<file path="src/ilf_pkg.sv">
package ilf_pkg;
  // register byte addresses
  localparam logic [31:0] ILF_OFF_FILT_SLOW_DIS = 32'h400e_0e80;
  localparam logic [31:0] ILF_OFF_FILT_SLOW_EN = 32'h400e_0e84;
  localparam logic [31:0] ILF_OFF_FILTER_SELECT_STATUS = 32'h400e_0e88;
  localparam logic [31:0] ILF_OFF_DEBOUNCE_DIVIDER = 32'h400e_0e8c;
  localparam logic [31:0] ILF_OFF_PULLDOWN_DISABLE = 32'h400e_0e90;
  localparam logic [31:0] ILF_OFF_PULLDOWN_ENABLE = 32'h400e_0e94;
  localparam logic [31:0] ILF_OFF_PULLDOWN_STATUS = 32'h400e_0e98;
  localparam logic [31:0] ILF_OFF_OUTPUT_WRITE_ENABLE = 32'h400e_0ea0;
  localparam logic [31:0] ILF_OFF_OUTPUT_WRITE_DISABLE = 32'h400e_0ea4;
  localparam logic [31:0] ILF_OFF_OUTPUT_WRITE_STATUS = 32'h400e_0ea8;
  localparam logic [31:0] ILF_OFF_EXTRA_IRQ_MODE_ENABLE = 32'h400e_0eb0;
  localparam logic [31:0] ILF_OFF_EXTRA_IRQ_MODE_DISABLE = 32'h400e_0eb4;
  localparam logic [31:0] ILF_OFF_EXTRA_IRQ_MODE_STATUS = 32'h400e_0eb8;
  localparam logic [31:0] ILF_OFF_EDGE_SELECT = 32'h400e_0ec0;
  localparam logic [31:0] ILF_OFF_LEVEL_SELECT = 32'h400e_0ec4;
  localparam logic [31:0] ILF_OFF_EDGE_LEVEL_STATUS = 32'h400e_0ec8;
  localparam logic [31:0] ILF_OFF_FALL_SELECT = 32'h400e_0ed0;
  localparam logic [31:0] ILF_OFF_RISE_SELECT = 32'h400e_0ed4;
  localparam logic [31:0] ILF_OFF_FALL_RISE_STATUS = 32'h400e_0ed8;
  localparam logic [31:0] ILF_OFF_WRITE_PROTECT = 32'h400e_0ee4;
  localparam logic [31:0] ILF_OFF_OUTPUT_DATA_REGISTER = 32'h400e_0f20;
  localparam logic [31:0] ILF_OFF_IRQ_STATUS = 32'h400e_0f30;
  localparam logic [31:0] ILF_OFF_IRQ_CLEAR = 32'h400e_0f34;
  localparam logic [31:0] ILF_OFF_IRQ_ENABLE = 32'h400e_0f38;
  // field layout
  localparam int ILF_DIV_W = 14;
  localparam int ILF_WP_KEY_LSB = 8;
  localparam logic [23:0] ILF_WP_KEY = 24'h5049_4f;
  localparam int ILF_WP_ON_BIT = 0;
  // reset values
  localparam logic [31:0] ILF_RST_WORD = 32'h0000_0000;
  localparam logic [13:0] ILF_RST_DIV = 14'h0000;
  // bus answers
  localparam logic [1:0] ILF_RESP_OKAY = 2'h0;
  localparam logic [1:0] ILF_RESP_SLVERR = 2'h2;
  // timing: slow clock period against the 8 ns bus clock
  localparam int ILF_CLK_PERIOD_NS = 8;
  localparam int ILF_SLCK_PERIOD_NS = 30518;
  localparam int ILF_SLCK_CYCLES = ILF_SLCK_PERIOD_NS / ILF_CLK_PERIOD_NS;
  localparam int ILF_SLCK_W = 16;
  // write channel state, one-hot
  typedef enum logic [1:0] {
    ILF_IDLE = 2'b01,
    ILF_BUSY = 2'b10
  } ilf_bus_e;
endpackage

</file>
<file path="src/ilf_top.sv">
// The implementer's own choice: register access over AXI4-Lite.
`timescale 1ns/1ns
// Operation
// [RULE_01] A line on slow-clock filtering drops pulses shorter than half the divided slow period.
// [RULE_02] Filter status reads 0 for the peripheral-clock glitch filter and 1 for debouncing.
// [RULE_03] The debounce period is (divider+1)*2 slow periods, divider in bits 13..0.
// [RULE_04] A 1 written to pull-down disable turns that line's pull-down off, a 0 does nothing.
// [RULE_05] A 1 written to pull-down enable turns that line's pull-down on, a 0 does nothing.
// [RULE_06] Pull-down status reads 0 when the pull-down is on and 1 when it is off.
// [RULE_07] Pull-down and output-write enable/disable writes are ignored while protection is on.
// [RULE_08] A 1 written to output-write enable lets output data writes reach that line.
// [RULE_09] A 1 written to output-write disable makes output data writes skip that line.
// [RULE_10] Output-write status reads 1 for lines that follow output data writes, else 0.
// [RULE_11] A 1 written to extra mode enable makes the line use its edge/level and polarity picks.
// [RULE_12] A 1 written to extra mode disable returns the line to both-edge detection.
// [RULE_13] Extra mode status reads 0 for both-edge lines and 1 for lines in the extra modes.
// [RULE_14] A 1 written to edge select makes the line's extra-mode source an edge event.
// [RULE_15] Every line bit is handled alone and status follows its latest accepted write.
module ilf_top
  import ilf_pkg::*;
#(
  parameter int SLCK_CYC = ILF_SLCK_CYCLES
) (
  input wire logic aclk,
  input wire logic aresetn,
  input wire logic [31:0] s_axi_awaddr,
  input wire logic [2:0] s_axi_awprot,
  input wire logic s_axi_awvalid,
  output logic s_axi_awready,
  input wire logic [31:0] s_axi_wdata,
  input wire logic [3:0] s_axi_wstrb,
  input wire logic s_axi_wvalid,
  output logic s_axi_wready,
  output logic [1:0] s_axi_bresp,
  output logic s_axi_bvalid,
  input wire logic s_axi_bready,
  input wire logic [31:0] s_axi_araddr,
  input wire logic [2:0] s_axi_arprot,
  input wire logic s_axi_arvalid,
  output logic s_axi_arready,
  output logic [31:0] s_axi_rdata,
  output logic [1:0] s_axi_rresp,
  output logic s_axi_rvalid,
  input wire logic s_axi_rready,
  input wire logic [31:0] line_in,
  output logic [31:0] line_level,
  output logic [31:0] pulldown_on,
  output logic [31:0] out_data,
  output logic irq
);

  typedef struct packed {
    ilf_bus_e wst;
    logic awready;
    logic wready;
    logic arready;
    logic have_aw;
    logic [31:0] aw_addr;
    logic have_w;
    logic [31:0] w_data;
    logic [3:0] w_strb;
    logic bvalid;
    logic [1:0] bresp;
    logic rvalid;
    logic [31:0] rdata;
    logic [1:0] rresp;
    logic [31:0] filt_sel;
    logic [13:0] div;
    logic [31:0] pd_on;
    logic [31:0] ow_en;
    logic [31:0] aim;
    logic [31:0] elsel;
    logic [31:0] frlh;
    logic wp_on;
    logic [31:0] odata;
    logic [31:0] irq_stat;
    logic [31:0] irq_en;
    logic irq;
    logic [31:0] sync1;
    logic [31:0] sync2;
    logic [31:0] glitch_prev;
    logic [31:0] glitch_out;
    logic [ILF_SLCK_W-1:0] slck_cnt;
    logic [13:0] div_cnt;
    logic [31:0] deb_prev;
    logic [31:0] deb_out;
    logic [31:0] filt;
    logic [31:0] filt_prev;
  } ilf_state_s;

  ilf_state_s q;
  ilf_state_s next_q;

  // byte strobes widened to a bit mask
  function automatic logic [31:0] strb_mask(input logic [3:0] s);
    logic [31:0] m;
    m = 32'h0000_0000;
    for (int i = 0; i < 4; i++) begin
      m[8*i +: 8] = {8{s[i]}};
    end
    return m;
  endfunction

  // take new bits where mask is set, keep old elsewhere
  function automatic logic [31:0] merge(input logic [31:0] old, input logic [31:0] nv,
                                        input logic [31:0] mask);
    return (old & ~mask) | (nv & mask);
  endfunction

  logic wr_go;
  logic [31:0] wr_m;
  logic [31:0] wr_bits;
  logic slck_tick;
  logic samp_tick;
  logic [31:0] rise;
  logic [31:0] fall;
  logic [31:0] ev;

  // a write commits once address and data are both held and no answer is pending
  assign wr_go = q.have_aw & q.have_w & (q.wst == ILF_IDLE);
  assign wr_m = strb_mask(q.w_strb);
  assign wr_bits = q.w_data & wr_m;

  // slow clock as an enable; the divided tick comes every divider+1 slow ticks,
  // which is half the debounce period, so a pulse must span two samples
  assign slck_tick = (q.slck_cnt == ILF_SLCK_W'(SLCK_CYC - 1));
  assign samp_tick = slck_tick & (q.div_cnt == q.div);

  // edges of the filtered line
  assign rise = q.filt & ~q.filt_prev;
  assign fall = ~q.filt & q.filt_prev;

  // per-line interrupt source: both edges by default, else edge/level with polarity
  // [RULE_11] extra mode select
  assign ev = (~q.aim & (rise | fall)) |
              (q.aim & ~q.elsel & ((q.frlh & rise) | (~q.frlh & fall))) |
              (q.aim & q.elsel & ((q.frlh & q.filt) | (~q.frlh & ~q.filt)));

  // whole next-state computation
  always_comb begin
    next_q = q;
    // input synchroniser, first stage feeds only the second
    next_q.sync1 = line_in;
    next_q.sync2 = q.sync1;
    // glitch filter: a level must hold two clocks, which kills sub-cycle spikes
    next_q.glitch_prev = q.sync2;
    next_q.glitch_out = merge(q.glitch_out, q.sync2, ~(q.sync2 ^ q.glitch_prev));
    // [RULE_03] divided slow clock
    next_q.slck_cnt = slck_tick ? '0 : q.slck_cnt + 1'b1;
    if (slck_tick) begin
      next_q.div_cnt = (q.div_cnt >= q.div) ? 14'h0000 : q.div_cnt + 1'b1;
    end
    // [RULE_01] debounce needs two equal samples
    if (samp_tick) begin
      next_q.deb_prev = q.sync2;
      next_q.deb_out = merge(q.deb_out, q.sync2, ~(q.sync2 ^ q.deb_prev));
    end
    // [RULE_02] per-line filter choice
    next_q.filt = (q.filt_sel & q.deb_out) | (~q.filt_sel & q.glitch_out);
    next_q.filt_prev = q.filt;

    // write answer retires on bready
    if (q.bvalid && s_axi_bready) begin
      next_q.bvalid = 1'b0;
      next_q.wst = ILF_IDLE;
    end
    if (s_axi_awvalid && q.awready) begin
      next_q.have_aw = 1'b1;
      next_q.aw_addr = s_axi_awaddr;
    end
    if (s_axi_wvalid && q.wready) begin
      next_q.have_w = 1'b1;
      next_q.w_data = s_axi_wdata;
      next_q.w_strb = s_axi_wstrb;
    end
    // [RULE_15] set/clear writes touch only the lines with a 1; divider and irq enable writes take all strobed bits, output data only strobed bits with ow_en set
    if (wr_go) begin
      next_q.wst = ILF_BUSY;
      next_q.bvalid = 1'b1;
      next_q.bresp = ILF_RESP_OKAY;
      next_q.have_aw = 1'b0;
      next_q.have_w = 1'b0;
      case (q.aw_addr)
        ILF_OFF_FILT_SLOW_DIS: begin
          next_q.filt_sel = q.filt_sel & ~wr_bits;
        end
        ILF_OFF_FILT_SLOW_EN: begin
          next_q.filt_sel = q.filt_sel | wr_bits;
        end
        ILF_OFF_DEBOUNCE_DIVIDER: begin
          next_q.div = ILF_DIV_W'(merge({18'h0_0000, q.div}, q.w_data, wr_m));
        end
        // [RULE_04] [RULE_07] protected pull-down off
        ILF_OFF_PULLDOWN_DISABLE: begin
          if (!q.wp_on) begin
            next_q.pd_on = q.pd_on & ~wr_bits;
          end
        end
        // [RULE_05] [RULE_07] protected pull-down on
        ILF_OFF_PULLDOWN_ENABLE: begin
          if (!q.wp_on) begin
            next_q.pd_on = q.pd_on | wr_bits;
          end
        end
        // [RULE_08] [RULE_07] protected write mask open
        ILF_OFF_OUTPUT_WRITE_ENABLE: begin
          if (!q.wp_on) begin
            next_q.ow_en = q.ow_en | wr_bits;
          end
        end
        // [RULE_09] [RULE_07] protected write mask shut
        ILF_OFF_OUTPUT_WRITE_DISABLE: begin
          if (!q.wp_on) begin
            next_q.ow_en = q.ow_en & ~wr_bits;
          end
        end
        // [RULE_08] [RULE_09] output data honours the write mask
        ILF_OFF_OUTPUT_DATA_REGISTER: begin
          next_q.odata = merge(q.odata, q.w_data, wr_m & q.ow_en);
        end
        // [RULE_11] extra modes on
        ILF_OFF_EXTRA_IRQ_MODE_ENABLE: begin
          next_q.aim = q.aim | wr_bits;
        end
        // [RULE_12] back to both edges
        ILF_OFF_EXTRA_IRQ_MODE_DISABLE: begin
          next_q.aim = q.aim & ~wr_bits;
        end
        // [RULE_14] edge source
        ILF_OFF_EDGE_SELECT: begin
          next_q.elsel = q.elsel & ~wr_bits;
        end
        ILF_OFF_LEVEL_SELECT: begin
          next_q.elsel = q.elsel | wr_bits;
        end
        ILF_OFF_FALL_SELECT: begin
          next_q.frlh = q.frlh & ~wr_bits;
        end
        ILF_OFF_RISE_SELECT: begin
          next_q.frlh = q.frlh | wr_bits;
        end
        // a wrong key leaves the protection bit alone
        ILF_OFF_WRITE_PROTECT: begin
          if (q.w_data[31:ILF_WP_KEY_LSB] == ILF_WP_KEY && (&q.w_strb)) begin
            next_q.wp_on = q.w_data[ILF_WP_ON_BIT];
          end
        end
        ILF_OFF_IRQ_CLEAR: begin
          next_q.irq_stat = q.irq_stat & ~wr_bits;
        end
        ILF_OFF_IRQ_ENABLE: begin
          next_q.irq_en = merge(q.irq_en, q.w_data, wr_m);
        end
        default: begin
          next_q.bresp = ILF_RESP_SLVERR;
        end
      endcase
    end
    // set after clear, so an event in the clearing cycle survives
    next_q.irq_stat = next_q.irq_stat | ev;
    next_q.irq = |(next_q.irq_stat & next_q.irq_en);
    next_q.awready = ~next_q.have_aw;
    next_q.wready = ~next_q.have_w;

    // read channel: data one edge after the address is taken
    if (q.rvalid && s_axi_rready) begin
      next_q.rvalid = 1'b0;
    end
    if (s_axi_arvalid && q.arready) begin
      next_q.rvalid = 1'b1;
      next_q.rresp = ILF_RESP_OKAY;
      case (s_axi_araddr)
        // [RULE_02] filter status
        ILF_OFF_FILTER_SELECT_STATUS: next_q.rdata = q.filt_sel;
        ILF_OFF_DEBOUNCE_DIVIDER: next_q.rdata = {18'h0_0000, q.div};
        // [RULE_06] inverted pull-down status
        ILF_OFF_PULLDOWN_STATUS: next_q.rdata = ~q.pd_on;
        // [RULE_10] write mask status
        ILF_OFF_OUTPUT_WRITE_STATUS: next_q.rdata = q.ow_en;
        // [RULE_13] extra mode status
        ILF_OFF_EXTRA_IRQ_MODE_STATUS: next_q.rdata = q.aim;
        ILF_OFF_EDGE_LEVEL_STATUS: next_q.rdata = q.elsel;
        ILF_OFF_FALL_RISE_STATUS: next_q.rdata = q.frlh;
        ILF_OFF_WRITE_PROTECT: next_q.rdata = {31'h0000_0000, q.wp_on};
        ILF_OFF_OUTPUT_DATA_REGISTER: next_q.rdata = q.odata;
        ILF_OFF_IRQ_STATUS: next_q.rdata = q.irq_stat;
        ILF_OFF_IRQ_ENABLE: next_q.rdata = q.irq_en;
        default: begin
          next_q.rdata = ILF_RST_WORD;
          next_q.rresp = ILF_RESP_SLVERR;
        end
      endcase
    end
    next_q.arready = ~next_q.rvalid;
  end

  // state register, synchronous reset
  always_ff @(posedge aclk) begin
    if (!aresetn) begin
      q <= '0;
      q.wst <= ILF_IDLE;
      q.div <= ILF_RST_DIV;
      q.pd_on <= ILF_RST_WORD;
    end else begin
      q <= next_q;
    end
  end

  // outputs straight from the state register
  assign s_axi_awready = q.awready;
  assign s_axi_wready = q.wready;
  assign s_axi_bvalid = q.bvalid;
  assign s_axi_bresp = q.bresp;
  assign s_axi_arready = q.arready;
  assign s_axi_rvalid = q.rvalid;
  assign s_axi_rdata = q.rdata;
  assign s_axi_rresp = q.rresp;
  assign line_level = q.filt;
  assign pulldown_on = q.pd_on;
  assign out_data = q.odata;
  assign irq = q.irq;
endmodule

</file>
<file path="config.mk">
export PLATFORM = sky130hd
export DESIGN_NAME = ilf_top
export DESIGN_NICKNAME = d
export VERILOG_FILES = /design/src/ilf_pkg.sv /design/src/ilf_top.sv
export SDC_FILE = /design/constraint.sdc
export NUM_CORES = 2
export LEC_CHECK = 0
export ABC_AREA = 1
export BUFFER_PORTS_ARGS = -buffer_cell sky130_fd_sc_hd__buf_2
export CAP_MARGIN = 20
export CORE_MARGIN = 2
export CORE_UTILIZATION = 30
export DETAILED_ROUTE_END_ITERATION = 8
export SETUP_SLACK_MARGIN = 0.5
export SLEW_MARGIN = 20
export SYNTH_ARGS = -nofsm -noshare
export SYNTH_HDL_FRONTEND = slang
export SYNTH_SLANG_ARGS = --single-unit
</file>
<file path="constraint.sdc">
create_clock -name aclk -period 1.8 [get_ports aclk]
set_clock_uncertainty 0.05 [all_clocks]
set_input_delay 0 -clock aclk [delete_from_list [all_inputs] [get_ports aclk]]
set_output_delay 0 -clock aclk [all_outputs]
set_load 0.01 [all_outputs]
</file>
==> reports/results.ini <==
[status]
violations=negative setup slack
status=complete, but fails checks

[grt]
grt_overflow=0
first_global_vias=31400
grt_pass1_wl_um=191000
grt_usage_pct=22.5
grt_max_degree=102
antenna_found_initial=6

[die]
die_x_um=333
dieHeight_um=333
ioPinCount=283
start_util_pct=30.3
fp.coreArea_um2=107000
dieArea_um2=111000
num_rows=120

[logic_synthesis]
ys_types=45
synth_compound_area_share_pct=16.3
synth_warnings=0
synth-adder-area-share_pct=3.12
synth_xor_area_share_pct=0.971
synth_area_leaders=dfxtp_1 (43%), nand2_1 (10%), o21ai_0 (8.3%)
synth_top_family_by_area=simple AND/OR/NAND/NOR gates
syn_area_per_cell_um2=7.02
ys_seq_area_share_pct=43.2
ys.flop_type=dfxtp_1
syn_inst=4626
synth_edf_count=0
synth_mux_area_share_pct=0
synth_area_leader_cell=dfxtp_1
yosys.area_share.simple_pct=24.1
netlist.area_leader.share_pct=43.2
async_flop_share_pct=0
syn_area_um2=32500
synth_seq_cells=700

[worst_setup_path]
crit_arrival_ns=2.80
critical_path.max_fanout=6
startpoint_type=register
end_kind=register
worst_ep_required_time_ns=2.31
critPathKind=reg2reg

[clocking]
cts_max_path_buffers=3
ctsHtreeMaxLevel=3
numCtsBuffers=81
clock-sinks=700
clk_latency_ns=0.67
cts_tree=done
ctsRootBufferMaster=clkbuf_16
path_clk_slew_ns=0.06

[flow_run]
cap_violations=0

[placed_design]
post-place-ws_ns=-0.569
globalplace.congestion=0.905
place_area_um2=38600
post-dp-hpwl_um=88400
portBuffers=274

[pwr]
p_seq_share_pct=44.8
powerDensity_nw_per_um2=755
leakage_nw=20.1
internal_power_w=0.0270
power_frac_comb_pct=6.1
power_w=0.0356
switching_power_w=0.00862
clockPowerShare_pct=49.1
ir_drop_uv=667
p_sw_share_pct=24.2

[routing]
routed_wl_um=136000
drt-pass1-iter-count=6
wl_per_cell_um=20.0
drt_iter0_drc=3306
post_drt_via_cell_ratio=5.03
vias=34300
final_antenna_net_count=0
drc=0

[layout]
layout-drive-gt1-share_pct=30.0
nets=5580
final_area_um2=47100
syn_to_final_growth_pct=45.2

[sta]
period_share_pct=127
setup-tns-final_ns=-78.61
finalCriticalPeriod_ns=2.29
setup_violations=339
max_freq_mhz=436
drv_slew=0
worst_pin_slew_ns=0.858
hold_viol=0
fin_ws_ns=-0.495
rsz0062_at_grt=true
max-slew-margin-rel_pct=42.6

[hold_path]
hold_class=in2reg

==> cell usage after synthesis (2+ instances only) <==
cell	number
o21ai_0	541
nor2_2	5
nor4_1	30
nand3b_1	21
o21ai_1	4
a31oi_1	2
clkbuf_1	139
and3_1	2
dfxtp_1	700
inv_2	7
o21a_1	2
nor3_2	2
a221oi_1	32
nand2_2	4
or2_2	3
inv_1	561
nand2_1	869
nand3_1	304
clkinv_1	2
nor3_1	84
nor2_1	527
a21oi_1	417
nand4_1	14
nor3b_1	5
a211oi_1	14
ha_1	81
buf_1	12
buf_2	58
buf_4	134
xor2_1	35
==> kinds of logic after synthesis <==
kind of cell	count (synthesis)
simple gates	1875
compound gates	1020
buf+inv	913
flops	700
fa+ha+maj	81
xor+xnor	36
other cells	1
==> power groups by stage <==
| stage | combinational [W] | sequential, W | clock, W |
|---|---|---|---|
| final | 0.00218 | 0.0159 | 0.0175 |
| after global routing | 0.00235 | 0.0160 | 0.0183 |
| after CTS | 0.00195 | 0.0159 | 0.0177 |
| after detailed placement | 0.00166 | 0.0163 | 0 |
| after global placement | 0.00165 | 0.0162 | 0 |
| after floorplan | 0.000747 | 0.0162 | 0 |
==> repair_timing <==
item | CTS | global route
endpoints found under the setup margin | 539 | 758
gates resized for setup | 265 | 597
gates cloned | 11 | 19
hold buffers | 138 | 4
buffers inserted | 19 | 30
hold endpoints to repair | 511 | 31
pin swaps | 65 | 168
==> worst paths after layout <==
check,from,to,slack (ns),cells after the start
setup reg to reg,q[668],register,-0.49,13
hold / removal,s_axi_arvalid,s_axi_rdata[23],0.007,5
setup / recovery,q[668],register,-0.49,13
hold reg to reg,next_q[244],next_q[212],0.36,2
==> metal layers <==
layer | part of all wire [%] | track usage (%) | routed length, µm
met4 | 5.2 | 10.1 | 7060
met3 | 9.7 | 4.81 | 13300
met1 | 42 | 29.9 | 56600
met2 | 43 | 34.9 | 59200
met5 | 0.0066 | 0 | 9
==> final cells by class <==
cell class / count / area, µm²
timing repair buffer: 987 / 8570
fill: 10600 / 60100
sequential: 700 / 14100
tap: 1403 / 1760
inverter: 570 / 2210
clock buffer: 111 / 2390
multi-input combinational: 3014 / 17700
clock inverter: 35 / 415
antenna: 3 / 7.51
==> critical path, cell delays in order, from the launching register on <==
cell and delay, ns:
dfxtp_2 0.32, inv_2 0.05, buf_6 0.11, nand2_4 0.05
nor2_4 0.17, buf_6 0.15, clkinvlp_4 0.18, nor3_4 0.20
o21a_4 0.23, buf_12 0.15, clkbuf_16 0.20, nand3_4 0.08
o21ai_1 0.18, nor2_1 0.07
==> placed cells by master, fill, tap and decap left out, types with 67 or more instances in the layout <==
master         instances
nor2_1               441
o21ai_2               90
buf_2                273
buf_4                434
inv_1                528
clkbuf_16             97
nand2_1              734
o21ai_0              356
nand2_2               90
buf_12                67
dlygate4sd3_1        136
nand3_1              229
a21oi_1              363
o21ai_1               90
ha_1                  67
dfxtp_1              662
==> metrics by stage <==
step,hold slack (ns),utilization [%],cells
2_1_floorplan,0.0476,-,4627
3_3_place_gp,0.135,36.0,6453
3_5_place_dp,0.137,36.0,6453
4_1_cts,-0.0182,41.2,6767
5_1_grt,0.0271,44.0,6821
6_report,0.00748,44.0,6823
Power figures use the tool's default switching activity.
